[src/shared/gsc_pkg.sv]
// Purpose: constants for the gauge status and capacity register bank
// Assumes: 250 MHz core clock, byte-wide register read port
// Notes: offsets are byte addresses of the gauge register space
package gsc_pkg;
	// ----------------------------------------------------------------
	// register offsets
	// ----------------------------------------------------------------
	localparam logic [7:0] OFS_VOLT_LO = 8'h08;
	localparam logic [7:0] OFS_VOLT_HI = 8'h09;
	localparam logic [7:0] OFS_FLAGS = 8'h0a;
	localparam logic [7:0] OFS_RELATIVE_CHARGE_PERCENT = 8'h0b;
	localparam logic [7:0] OFS_NAC_LO = 8'h0c;
	localparam logic [7:0] OFS_NAC_HI = 8'h0d;
	localparam logic [7:0] RD_UNMAPPED = 8'h00;
	// ----------------------------------------------------------------
	// status flag bit positions
	// ----------------------------------------------------------------
	localparam int BIT_CHG = 7;
	localparam int BIT_IDLE = 6;
	localparam int BIT_TAPER = 5;
	localparam int BIT_STALE = 4;
	localparam int BIT_CAL = 3;
	localparam int BIT_QUAL = 2;
	localparam int BIT_FIRST_END_DISCHARGE_FLAG = 1;
	localparam int BIT_FINAL_END_DISCHARGE_FLAG = 0;
	// ----------------------------------------------------------------
	// scaling and limits
	// ----------------------------------------------------------------
	localparam logic [15:0] VOLT_MAX_MV = 16'h1388; // 5000 mV ceiling
	localparam logic [15:0] VOLT_RESET_MV = 16'h0000;
	localparam logic [7:0] RELATIVE_CHARGE_PERCENT_SCALE = 8'h64; // 100 percent
	localparam logic [5:0] STALE_CYCLE_LIMIT = 6'h20; // 32 increments
	localparam int FIRST_END_DISCHARGE_FLAG_FRAC_SHIFT = 4; // 1/16 = 6.25 %
	localparam logic [15:0] NAC_RESET = 16'h0000;
	localparam logic [15:0] NAC_MAX = 16'hffff;
	// ----------------------------------------------------------------
	// timing
	// ----------------------------------------------------------------
	localparam longint CLOCK_HZ = 250000000;
	localparam longint VOLT_UPDATE_MS = 2560; // 2.56 s refresh
	localparam longint VOLT_UPDATE_CYCLES = VOLT_UPDATE_MS * CLOCK_HZ / 1000;
	// divider sequencer
	typedef enum logic [0:0] {DIV_IDLE, DIV_RUN} gsc_div_state_t;
endpackage : gsc_pkg

[src/logic/gsc_ratio_div.sv]
// Purpose: sequential restoring divider for the charge percentage
// Assumes: a new division may start whenever busy is low
// Notes: divide by zero returns an all-ones quotient
`timescale 1ns/10ps
`default_nettype none
module gsc_ratio_div #(
	parameter int NW = 24,
	parameter int DW = 16
) (
	input wire logic clock,
	input wire logic rst,
	input wire logic start,
	input wire logic [NW-1:0] numer,
	input wire logic [DW-1:0] denom,
	output logic busy,
	output logic done,
	output logic [NW-1:0] quot
);
	import gsc_pkg::*;

	gsc_div_state_t state_r;
	logic [NW-1:0] num_r;
	logic [NW-1:0] q_r;
	logic [DW:0] rem_r;
	logic [DW-1:0] den_r;
	logic [$clog2(NW+1)-1:0] cnt_r;
	logic [DW:0] trial;

	// shifted remainder for the current step
	assign trial = {rem_r[DW-1:0], num_r[NW-1]};
	assign busy = (state_r == DIV_RUN);

	// one quotient bit per clock
	always_ff @(posedge clock) begin
		if (rst) begin
			state_r <= DIV_IDLE;
			num_r <= '0;
			q_r <= '0;
			rem_r <= '0;
			den_r <= '0;
			cnt_r <= '0;
			quot <= '0;
			done <= 1'b0;
		end else begin
			done <= 1'b0;
			case (state_r)
				DIV_IDLE: begin
					if (start) begin
						num_r <= numer;
						den_r <= denom;
						rem_r <= '0;
						q_r <= '0;
						cnt_r <= NW[$clog2(NW+1)-1:0];
						state_r <= DIV_RUN;
					end
				end
				DIV_RUN: begin
					num_r <= {num_r[NW-2:0], 1'b0};
					if (trial >= {1'b0, den_r}) begin
						rem_r <= trial - {1'b0, den_r};
						q_r <= {q_r[NW-2:0], 1'b1};
					end else begin
						rem_r <= trial;
						q_r <= {q_r[NW-2:0], 1'b0};
					end
					cnt_r <= cnt_r - 1'b1;
					if (cnt_r == 1) begin
						state_r <= DIV_IDLE;
						done <= 1'b1;
						quot <= (trial >= {1'b0, den_r}) ? {q_r[NW-2:0], 1'b1} :
							{q_r[NW-2:0], 1'b0};
					end
				end
				default: state_r <= DIV_IDLE;
			endcase
		end
	end
endmodule : gsc_ratio_div
`default_nettype wire

[src/logic/gsc_status_regs.sv]
// Purpose: read-only voltage, status flag, charge percent and capacity registers
// Assumes: measurement and event inputs synchronous to clock; serial link outside
// Notes: rst is the gauge reset; reset_full and ram_corrupt qualify it
`timescale 1ns/10ps
`default_nettype none
module gsc_status_regs #(
	parameter longint UPDATE_CYCLES = gsc_pkg::VOLT_UPDATE_CYCLES,
	parameter logic [15:0] LMD_DESIGN = 16'h1000
) (
	input wire logic clock,
	input wire logic rst,
	input wire logic reset_full,
	input wire logic ram_corrupt,
	input wire logic [15:0] meas_voltage_mv,
	input wire logic charge_current,
	input wire logic discharge_current,
	input wire logic below_dmf,
	input wire logic taper_current_flag,
	input wire logic cal_measuring,
	input wire logic learn_conditions_met,
	input wire logic learn_disqualify,
	input wire logic [15:0] first_end_discharge_flag_threshold_mv,
	input wire logic [15:0] final_end_discharge_flag_threshold_mv,
	input wire logic empty_reached,
	input wire logic cap_unit_pulse,
	input wire logic cycle_count_inc,
	input wire logic reg_rd_en,
	input wire logic [7:0] reg_addr,
	output logic [7:0] reg_rd_data,
	output logic [15:0] last_measured_discharge
);
	import gsc_pkg::*;

	localparam int UCW = $clog2(UPDATE_CYCLES + 1);
	localparam int NW = 24;

	// ----------------------------------------------------------------
	// helpers
	// ----------------------------------------------------------------
	// saturating 16-bit step up or down
	function automatic logic [15:0] sat_step(input logic [15:0] v, input logic up);
		logic [15:0] r;
		r = v;
		if (up && v != NAC_MAX)
			r = v + 16'h0001;
		else if (!up && v != NAC_RESET)
			r = v - 16'h0001;
		return r;
	endfunction : sat_step

	// ----------------------------------------------------------------
	// state
	// ----------------------------------------------------------------
	logic [UCW-1:0] upd_cnt_r;
	logic [15:0] volt_r;
	logic [15:0] nominal_available_capacity;
	logic [15:0] learn_count_r;
	logic [5:0] since_learn_r;
	logic charge_active_flag;
	logic idle_current_flag;
	logic learned_capacity_stale;
	logic offset_cal_running;
	logic learning_qualified_flag;
	logic first_end_discharge_flag;
	logic final_end_discharge_flag;
	logic [7:0] relative_charge_percent;
	logic [7:0] hi_shadow_r;
	logic first_end_discharge_flag_cond;
	logic lmd_update;
	logic [7:0] flags_byte;
	logic div_busy;
	logic div_done;
	logic [NW-1:0] div_quot;
	logic [NW-1:0] div_numer;

	// ----------------------------------------------------------------
	// voltage refresh
	// ----------------------------------------------------------------
	// period counter for the voltage refresh
	always_ff @(posedge clock) begin
		if (rst || upd_cnt_r == UCW'(UPDATE_CYCLES - 1))
			upd_cnt_r <= '0;
		else
			upd_cnt_r <= upd_cnt_r + 1'b1;
	end

	// sample and clip the measured voltage
	always_ff @(posedge clock) begin
		if (rst)
			volt_r <= VOLT_RESET_MV;
		else if (upd_cnt_r == UCW'(UPDATE_CYCLES - 1)) begin
			if (meas_voltage_mv > VOLT_MAX_MV)
				volt_r <= VOLT_MAX_MV;
			else
				volt_r <= meas_voltage_mv;
		end
	end

	// ----------------------------------------------------------------
	// live status flags
	// ----------------------------------------------------------------
	assign first_end_discharge_flag_cond = (volt_r <= first_end_discharge_flag_threshold_mv) &&
		({nominal_available_capacity, 4'h0} <= {4'h0, last_measured_discharge});
	assign lmd_update = first_end_discharge_flag_cond && !first_end_discharge_flag && learning_qualified_flag;

	// flags that follow conditions, all cleared by any reset
	always_ff @(posedge clock) begin
		if (rst) begin
			charge_active_flag <= 1'b0;
			idle_current_flag <= 1'b0;
			offset_cal_running <= 1'b0;
			first_end_discharge_flag <= 1'b0;
			final_end_discharge_flag <= 1'b0;
		end else begin
			charge_active_flag <= charge_current;
			idle_current_flag <= below_dmf;
			offset_cal_running <= cal_measuring;
			first_end_discharge_flag <= first_end_discharge_flag_cond;
			final_end_discharge_flag <= empty_reached;
		end
	end

	// learning qualification, cleared by update or disqualification
	always_ff @(posedge clock) begin
		if (rst)
			learning_qualified_flag <= 1'b0;
		else if (lmd_update || learn_disqualify)
			learning_qualified_flag <= 1'b0;
		else if (learn_conditions_met)
			learning_qualified_flag <= 1'b1;
	end

	// ----------------------------------------------------------------
	// learned capacity and its staleness
	// ----------------------------------------------------------------
	// discharge counted during a qualified cycle
	always_ff @(posedge clock) begin
		if (rst || !learning_qualified_flag)
			learn_count_r <= NAC_RESET;
		else if (cap_unit_pulse && discharge_current)
			learn_count_r <= sat_step(learn_count_r, 1'b1);
	end

	// learned capacity, kept across resets unless state is lost
	always_ff @(posedge clock) begin
		if (rst) begin
			if (reset_full || ram_corrupt)
				last_measured_discharge <= LMD_DESIGN;
		end else if (lmd_update)
			last_measured_discharge <= learn_count_r;
	end

	// cycle increments since the last learning cycle
	always_ff @(posedge clock) begin
		if (rst) begin
			if (reset_full || ram_corrupt)
				since_learn_r <= '0;
		end else if (lmd_update)
			since_learn_r <= '0;
		else if (cycle_count_inc && since_learn_r != STALE_CYCLE_LIMIT)
			since_learn_r <= since_learn_r + 6'h01;
	end

	// capacity stale flag
	always_ff @(posedge clock) begin
		if (rst) begin
			if (reset_full || ram_corrupt)
				learned_capacity_stale <= 1'b1;
		end else if (cycle_count_inc && since_learn_r == STALE_CYCLE_LIMIT - 6'h01)
			learned_capacity_stale <= 1'b1;
		else if (lmd_update)
			learned_capacity_stale <= 1'b0;
	end

	// ----------------------------------------------------------------
	// nominal available capacity
	// ----------------------------------------------------------------
	always_ff @(posedge clock) begin
		if (rst) begin
			if (ram_corrupt)
				nominal_available_capacity <= NAC_RESET;
		end else if (cap_unit_pulse) begin
			if (charge_current && volt_r > final_end_discharge_flag_threshold_mv)
				nominal_available_capacity <= sat_step(nominal_available_capacity, 1'b1);
			else if (discharge_current)
				nominal_available_capacity <= sat_step(nominal_available_capacity, 1'b0);
		end
	end

	// ----------------------------------------------------------------
	// relative charge percent
	// ----------------------------------------------------------------
	assign div_numer = NW'(nominal_available_capacity) * NW'(RELATIVE_CHARGE_PERCENT_SCALE);

	gsc_ratio_div #(
		.NW(NW),
		.DW(16)
	) u_div (
		.clock(clock),
		.rst(rst),
		.start(!div_busy),
		.numer(div_numer),
		.denom(last_measured_discharge),
		.busy(div_busy),
		.done(div_done),
		.quot(div_quot)
	);

	// clip the quotient to one hundred percent
	always_ff @(posedge clock) begin
		if (rst)
			relative_charge_percent <= 8'h00;
		else if (div_done) begin
			if (div_quot > NW'(RELATIVE_CHARGE_PERCENT_SCALE))
				relative_charge_percent <= RELATIVE_CHARGE_PERCENT_SCALE;
			else
				relative_charge_percent <= div_quot[7:0];
		end
	end

	// ----------------------------------------------------------------
	// register read port
	// ----------------------------------------------------------------
	always_comb begin
		flags_byte = 8'h00;
		flags_byte[BIT_CHG] = charge_active_flag;
		flags_byte[BIT_IDLE] = idle_current_flag;
		flags_byte[BIT_TAPER] = taper_current_flag;
		flags_byte[BIT_STALE] = learned_capacity_stale;
		flags_byte[BIT_CAL] = offset_cal_running;
		flags_byte[BIT_QUAL] = learning_qualified_flag;
		flags_byte[BIT_FIRST_END_DISCHARGE_FLAG] = first_end_discharge_flag;
		flags_byte[BIT_FINAL_END_DISCHARGE_FLAG] = final_end_discharge_flag;
	end

	// high byte captured when its low byte is read
	always_ff @(posedge clock) begin
		if (rst)
			hi_shadow_r <= 8'h00;
		else if (reg_rd_en && reg_addr == OFS_VOLT_LO)
			hi_shadow_r <= volt_r[15:8];
		else if (reg_rd_en && reg_addr == OFS_NAC_LO)
			hi_shadow_r <= nominal_available_capacity[15:8];
	end

	// read data, one cycle after the strobe; no write path exists
	always_ff @(posedge clock) begin
		if (rst)
			reg_rd_data <= RD_UNMAPPED;
		else if (reg_rd_en) begin
			if (reg_addr == OFS_VOLT_LO)
				reg_rd_data <= volt_r[7:0];
			else if (reg_addr == OFS_VOLT_HI)
				reg_rd_data <= hi_shadow_r;
			else if (reg_addr == OFS_FLAGS)
				reg_rd_data <= flags_byte;
			else if (reg_addr == OFS_RELATIVE_CHARGE_PERCENT)
				reg_rd_data <= relative_charge_percent;
			else if (reg_addr == OFS_NAC_LO)
				reg_rd_data <= nominal_available_capacity[7:0];
			else if (reg_addr == OFS_NAC_HI)
				reg_rd_data <= hi_shadow_r;
			else
				reg_rd_data <= RD_UNMAPPED;
		end
	end

	// ----------------------------------------------------------------
	// checks
	// ----------------------------------------------------------------
	AST_VOLT_CEIL: assert property (@(posedge clock) disable iff (rst)
		volt_r <= VOLT_MAX_MV)
		else $error("reported voltage above ceiling");

	AST_VOLT_HOLD: assert property (@(posedge clock) disable iff (rst)
		(upd_cnt_r != UCW'(UPDATE_CYCLES - 1)) |=> $stable(volt_r))
		else $error("voltage changed between refreshes");

	AST_CHG_FOLLOW: assert property (@(posedge clock) disable iff (rst)
		charge_current |=> charge_active_flag)
		else $error("charge flag not set during charge");

	AST_IDLE_FOLLOW: assert property (@(posedge clock) disable iff (rst)
		!below_dmf |=> !idle_current_flag)
		else $error("idle flag set above filter");

	AST_RESET_CLEAR: assert property (@(posedge clock)
		rst |=> flags_byte[BIT_CHG] == 1'b0 && !learning_qualified_flag && !offset_cal_running)
		else $error("volatile flag survived reset");

	AST_STALE_FULL: assert property (@(posedge clock)
		rst && reset_full |=> learned_capacity_stale)
		else $error("stale flag clear after full reset");

	AST_STALE_CLEAR: assert property (@(posedge clock) disable iff (rst)
		$fell(learned_capacity_stale) |-> $past(lmd_update))
		else $error("stale flag cleared without learning update");

	AST_LMD_LEARN: assert property (@(posedge clock) disable iff (rst)
		lmd_update |=> last_measured_discharge == $past(learn_count_r) && !learning_qualified_flag)
		else $error("learned capacity not updated on end of discharge");

	AST_NAC_CORRUPT: assert property (@(posedge clock)
		rst && ram_corrupt |=> nominal_available_capacity == NAC_RESET)
		else $error("capacity kept after corrupt reset");

	AST_RELATIVE_CHARGE_PERCENT_RANGE: assert property (@(posedge clock) disable iff (rst)
		relative_charge_percent <= RELATIVE_CHARGE_PERCENT_SCALE)
		else $error("charge percent above one hundred");

	AST_PAIR_ATOMIC: assert property (@(posedge clock) disable iff (rst)
		reg_rd_en && reg_addr == OFS_NAC_LO ##1 (reg_rd_en && reg_addr == OFS_NAC_HI)
		|=> reg_rd_data == $past(nominal_available_capacity[15:8], 2))
		else $error("capacity halves from different updates");
endmodule : gsc_status_regs
`default_nettype wire

[config.mk]
export PLATFORM = sky130hd
export DESIGN_NAME = gsc_status_regs
export DESIGN_NICKNAME = d
export VERILOG_FILES = /design/src/shared/gsc_pkg.sv /design/src/logic/gsc_ratio_div.sv /design/src/logic/gsc_status_regs.sv
export SDC_FILE = /design/constraint.sdc
export NUM_CORES = 1
export LEC_CHECK = 0
export BUFFER_PORTS_ARGS = -buffer_cell sky130_fd_sc_hd__buf_2
export CORE_MARGIN = 5
export CORE_UTILIZATION = 40
export CTS_BUF_LIST = sky130_fd_sc_hd__clkbuf_8
export DETAILED_ROUTE_END_ITERATION = 8
export GPL_TIMING_DRIVEN = 1
export PLACE_DENSITY = 0.53
export SYNTH_ARGS = -nofsm -noshare
export SYNTH_HDL_FRONTEND = slang
export SYNTH_HIERARCHICAL = 1
export SYNTH_SLANG_ARGS = --single-unit
[constraint.sdc]
create_clock -name clock -period 10.9 [get_ports clock]
set_input_delay 2.18 -clock clock [delete_from_list [all_inputs] [get_ports clock]]
set_output_delay 2.18 -clock clock [all_outputs]
set_load 0.02 [all_outputs]
==> impl_metrics.env <==
export IMPL_drv_cap=0
export IMPL_r2r_cells=18
export IMPL_die_w_um=199
export IMPL_clkLatencyLatePin_ns=0.57
export IMPL_overflow=0
export IMPL_htreeDepth=2
export IMPL_max_clock_freq_mhz=191
export IMPL_period_share_pct=48.2
export IMPL_gp_congestion=0.836
export IMPL_netlist_instances=1684
export IMPL_io_pins=95
export IMPL_fin_tns_setup_ns=0
export IMPL_cts_resized=0
export IMPL_synth_seq_cells=241
export IMPL_port_buffers=94
export IMPL_hold_viol_final=0
export IMPL_critPathCaptureType="flop"
export IMPL_critPathRequiredTime_ns=11.23
export IMPL_synthesis_area_um2=14300
export IMPL_track_usage_pct=17.2
export IMPL_dieArea_um2=39600
export IMPL_ys_seq_area_share_pct=36.5
export IMPL_dr_first_iter_drc_count=548
export IMPL_slew_viol_final=0
export IMPL_reg2reg_to="u_div/num_r[16]"
export IMPL_ys_warn_count=6
export IMPL_finClkSkew_ns=0.0265
export IMPL_synth_edf_count=39
export IMPL_grt_pass1_vias=11400
export IMPL_synth_cell_type_count=75
export IMPL_syn_avg_cell_area_um2=8.49
export IMPL_maxSlewHeadroom_pct=27.1
export IMPL_synth_top_area_cell="dfxtp_1"
export IMPL_min_to="u_div/quot[23]"
export IMPL_final_common_cell="nor2_1"
export IMPL_cts_buffer_depth=3
export IMPL_synth_area_top_cells="dfxtp_1 28%, ha_1 12%, edfxtp_1 8.2%"
export IMPL_path_buf_inv=3
export IMPL_firstDrtPassIters=5
export IMPL_power_share_sequential_pct=37.0
export IMPL_cts_tree="done"
export IMPL_final_cell_mix="221 x nor2_1, 201 x dfxtp_1, 154 x nand2_1"
export IMPL_hold_buffers=0
export IMPL_layout_nets=1992
export IMPL_finalSetupViolCount=0
export IMPL_hold_class="reg2reg"
export IMPL_worstPathArrival_ns=5.58
export IMPL_powerDensity_nw_per_um2=172
export IMPL_r2r_start="nominal_available_capacity[3]"
export IMPL_start_kind="input pin"
export IMPL_max_stage_delay_ns=0.59
export IMPL_hold_path_startpoint="u_div/q_r[22]"
export IMPL_cts_setup_buffers=0
export IMPL_stdcell_area_um2=16100
export IMPL_internal_power_w=0.00183
export IMPL_synth_ff_type="dfxtp_1"
export IMPL_placement_rows=69
export IMPL_fin_util_pct=45.3
export IMPL_dp_hpwl_mm=25.3
export IMPL_ant_nets=0
export IMPL_wire_per_inst_um=15.2
export IMPL_combPwrFrac_pct=31.7
export IMPL_vias_per_cell=5.15
export IMPL_tightestPinTransition_ns=1.09
export IMPL_power_switching_w=0.000932
export IMPL_multi_input_area_um2=8300
export IMPL_initial_core_util_pct=40.4
export IMPL_postPlaceCellArea_um2=15100
export IMPL_drt_wl_total_mm=34.4
export IMPL_grt_max_degree=86
export IMPL_p_leak_nw=6.94
export IMPL_rsz0062_at_grt="no"
export IMPL_core_um2=35400
export IMPL_yosys_area_top_type_share_pct=28.3
export IMPL_switching_share_pct=33.7
export IMPL_drcViolationCount=0
export IMPL_peakVddDrop_uv=115
export IMPL_area_growth_synth_to_final_pct=12.2
export IMPL_critPathMaxFanout=17
export IMPL_grt_pass1_wl_mm=56.6
export IMPL_cts_sinks=241
export IMPL_numCtsBuffers=46
export IMPL_cts_root_buffer="clkbuf_8"
export IMPL_antenna_found_initial=1
export IMPL_drive_gt1_share_pct=10.4
export IMPL_crit_type="in2reg"
export IMPL_fill_cells=3546
export IMPL_clk_pin_slew_ns=0.06
export IMPL_regArea_um2=5220
export IMPL_power_total_w=0.00276
export IMPL_reg2reg_slack_ns=6.84
export IMPL_status="finished clean"
export IMPL_fin_crit_ns=5.25
export IMPL_die_h_um=199
export IMPL_clockPowerShare_pct=31.3
export IMPL_async_flop_share_pct=0
export IMPL_crit_chain="buf_2 -> inv_1 -> ha_1 -> nor2b_1 -> o211ai_1 -> a2111o_1 -> nand3_1 -> o211ai_1 -> buf_4 -> fa_1 -> a21o_1 -> a21o_1 -> a21oi_1 -> o21ai_0 -> a2111oi_0 -> nor3_1 -> o21a_1"
export IMPL_holdPathStages=2
export IMPL_dr_total_vias=11600
export IMPL_worst_path_max_delay_cell="a2111oi_0"
export IMPL_crit_family="compound AO/OA/AOI/OAI gates"
==> registers in the layout, indices dropped and copies added (netlist names), 5 cells and up <==
name                        cells
u_div/den_r                    16
u_div/num_r                    24
u_div/cnt_r                     5
last_measured_discharge        16
relative_charge_percent         8
upd_cnt_r                      30
since_learn_r                   6
hi_shadow_r                     8
learn_count_r                  16
u_div/rem_r                    16
u_div/q_r                      23
reg_rd_data                     8
volt_r                         16
nominal_available_capacity     16
u_div/quot                     24
==> per-layer routing <==
metal	share of wire, %	GRT usage, %
met5	0	0
met4	2.2	5.22
met3	5.4	4.42
met2	43	26.5
met1	49	23.9
==> synth_stat cells (21+ instances only) <==
cell type and count:
a21o_1 21, nor3_1 27, o21ai_0 64, nor2_1 221
dfxtp_1 202, nor2b_1 37, nand4_1 31, inv_1 140
clkbuf_1 48, nand2_1 154, a211oi_1 24, edfxtp_1 39
ha_1 141, xor2_1 42, mux2i_1 46, nand3_1 30
xnor2_1 40, a21oi_1 145, nor3b_1 26
==> per-stage QoR <==
| stage | instances | hold WS, ns | worst slack (ns) |
|---|---|---|---|
| floorplan | 1686 | 0.427 | 4.97 |
| global placement | 2180 | 0.438 | 5.10 |
| detailed placement | 2180 | 0.446 | 5.06 |
| CTS | 2263 | 0.453 | 5.68 |
| global route | 2264 | 0.467 | 5.35 |
| finish | 2264 | 0.451 | 5.65 |
==> worst min-delay path: stages, from the launching register on <==
cell	delay, ns
dfxtp_1	0.30
nand2_1	0.05
a21oi_1	0.05
==> worst max path at each step <==
stage / slack (ns) / depth (start not counted) / to / startpoint
5_1_grt: 5.35 / 16 / nominal_available_capacity[13] / final_end_discharge_flag_threshold_mv[9]
6_report: 5.65 / 17 / nominal_available_capacity[12] / final_end_discharge_flag_threshold_mv[1]
3_5_place_dp: 5.06 / 17 / nominal_available_capacity[12] / final_end_discharge_flag_threshold_mv[1]
3_3_place_gp: 5.10 / 16 / nominal_available_capacity[13] / final_end_discharge_flag_threshold_mv[1]
2_1_floorplan: 4.97 / 15 / nominal_available_capacity[12] / final_end_discharge_flag_threshold_mv[1]
4_1_cts: 5.68 / 17 / nominal_available_capacity[12] / final_end_discharge_flag_threshold_mv[1]
==> cell type report <==
type,instances,share of cell area (%)
multi-input cells,1237,51.7
flip-flops and latches,241,32.5
clock buffers,55,4.72
well taps,461,3.59
repair buffers,101,3.30
inverters,140,3.27
clock inverters,28,0.904
diodes,1,0.0156
==> logic make-up after synthesis <==
group                      count (synthesis)  share of synthesized area, %
and+or+nand+nor                          597                          19.9
AOI/OAI and AO/OA                        351                          15.3
DFF                                      241                          36.5
buffers and inverters                    208                          5.60
adders and majority gates                154                          14.2
xor gates and xnor gates                  82                          5.02
muxes                                     50                          3.56
other                                      1                        0.0262
==> power by group through the flow <==
stage	logic, W	registers [W]	clock network, W
after CTS	0.000887	0.00102	0.000899
after global routing	0.000998	0.00103	0.000938
after detailed placement	0.000880	0.00104	0
after floorplan	0.000723	0.00102	0
after global placement	0.000868	0.00104	0
final	0.000875	0.00102	0.000866
Note: power is estimated with default switching activity, not from simulation.
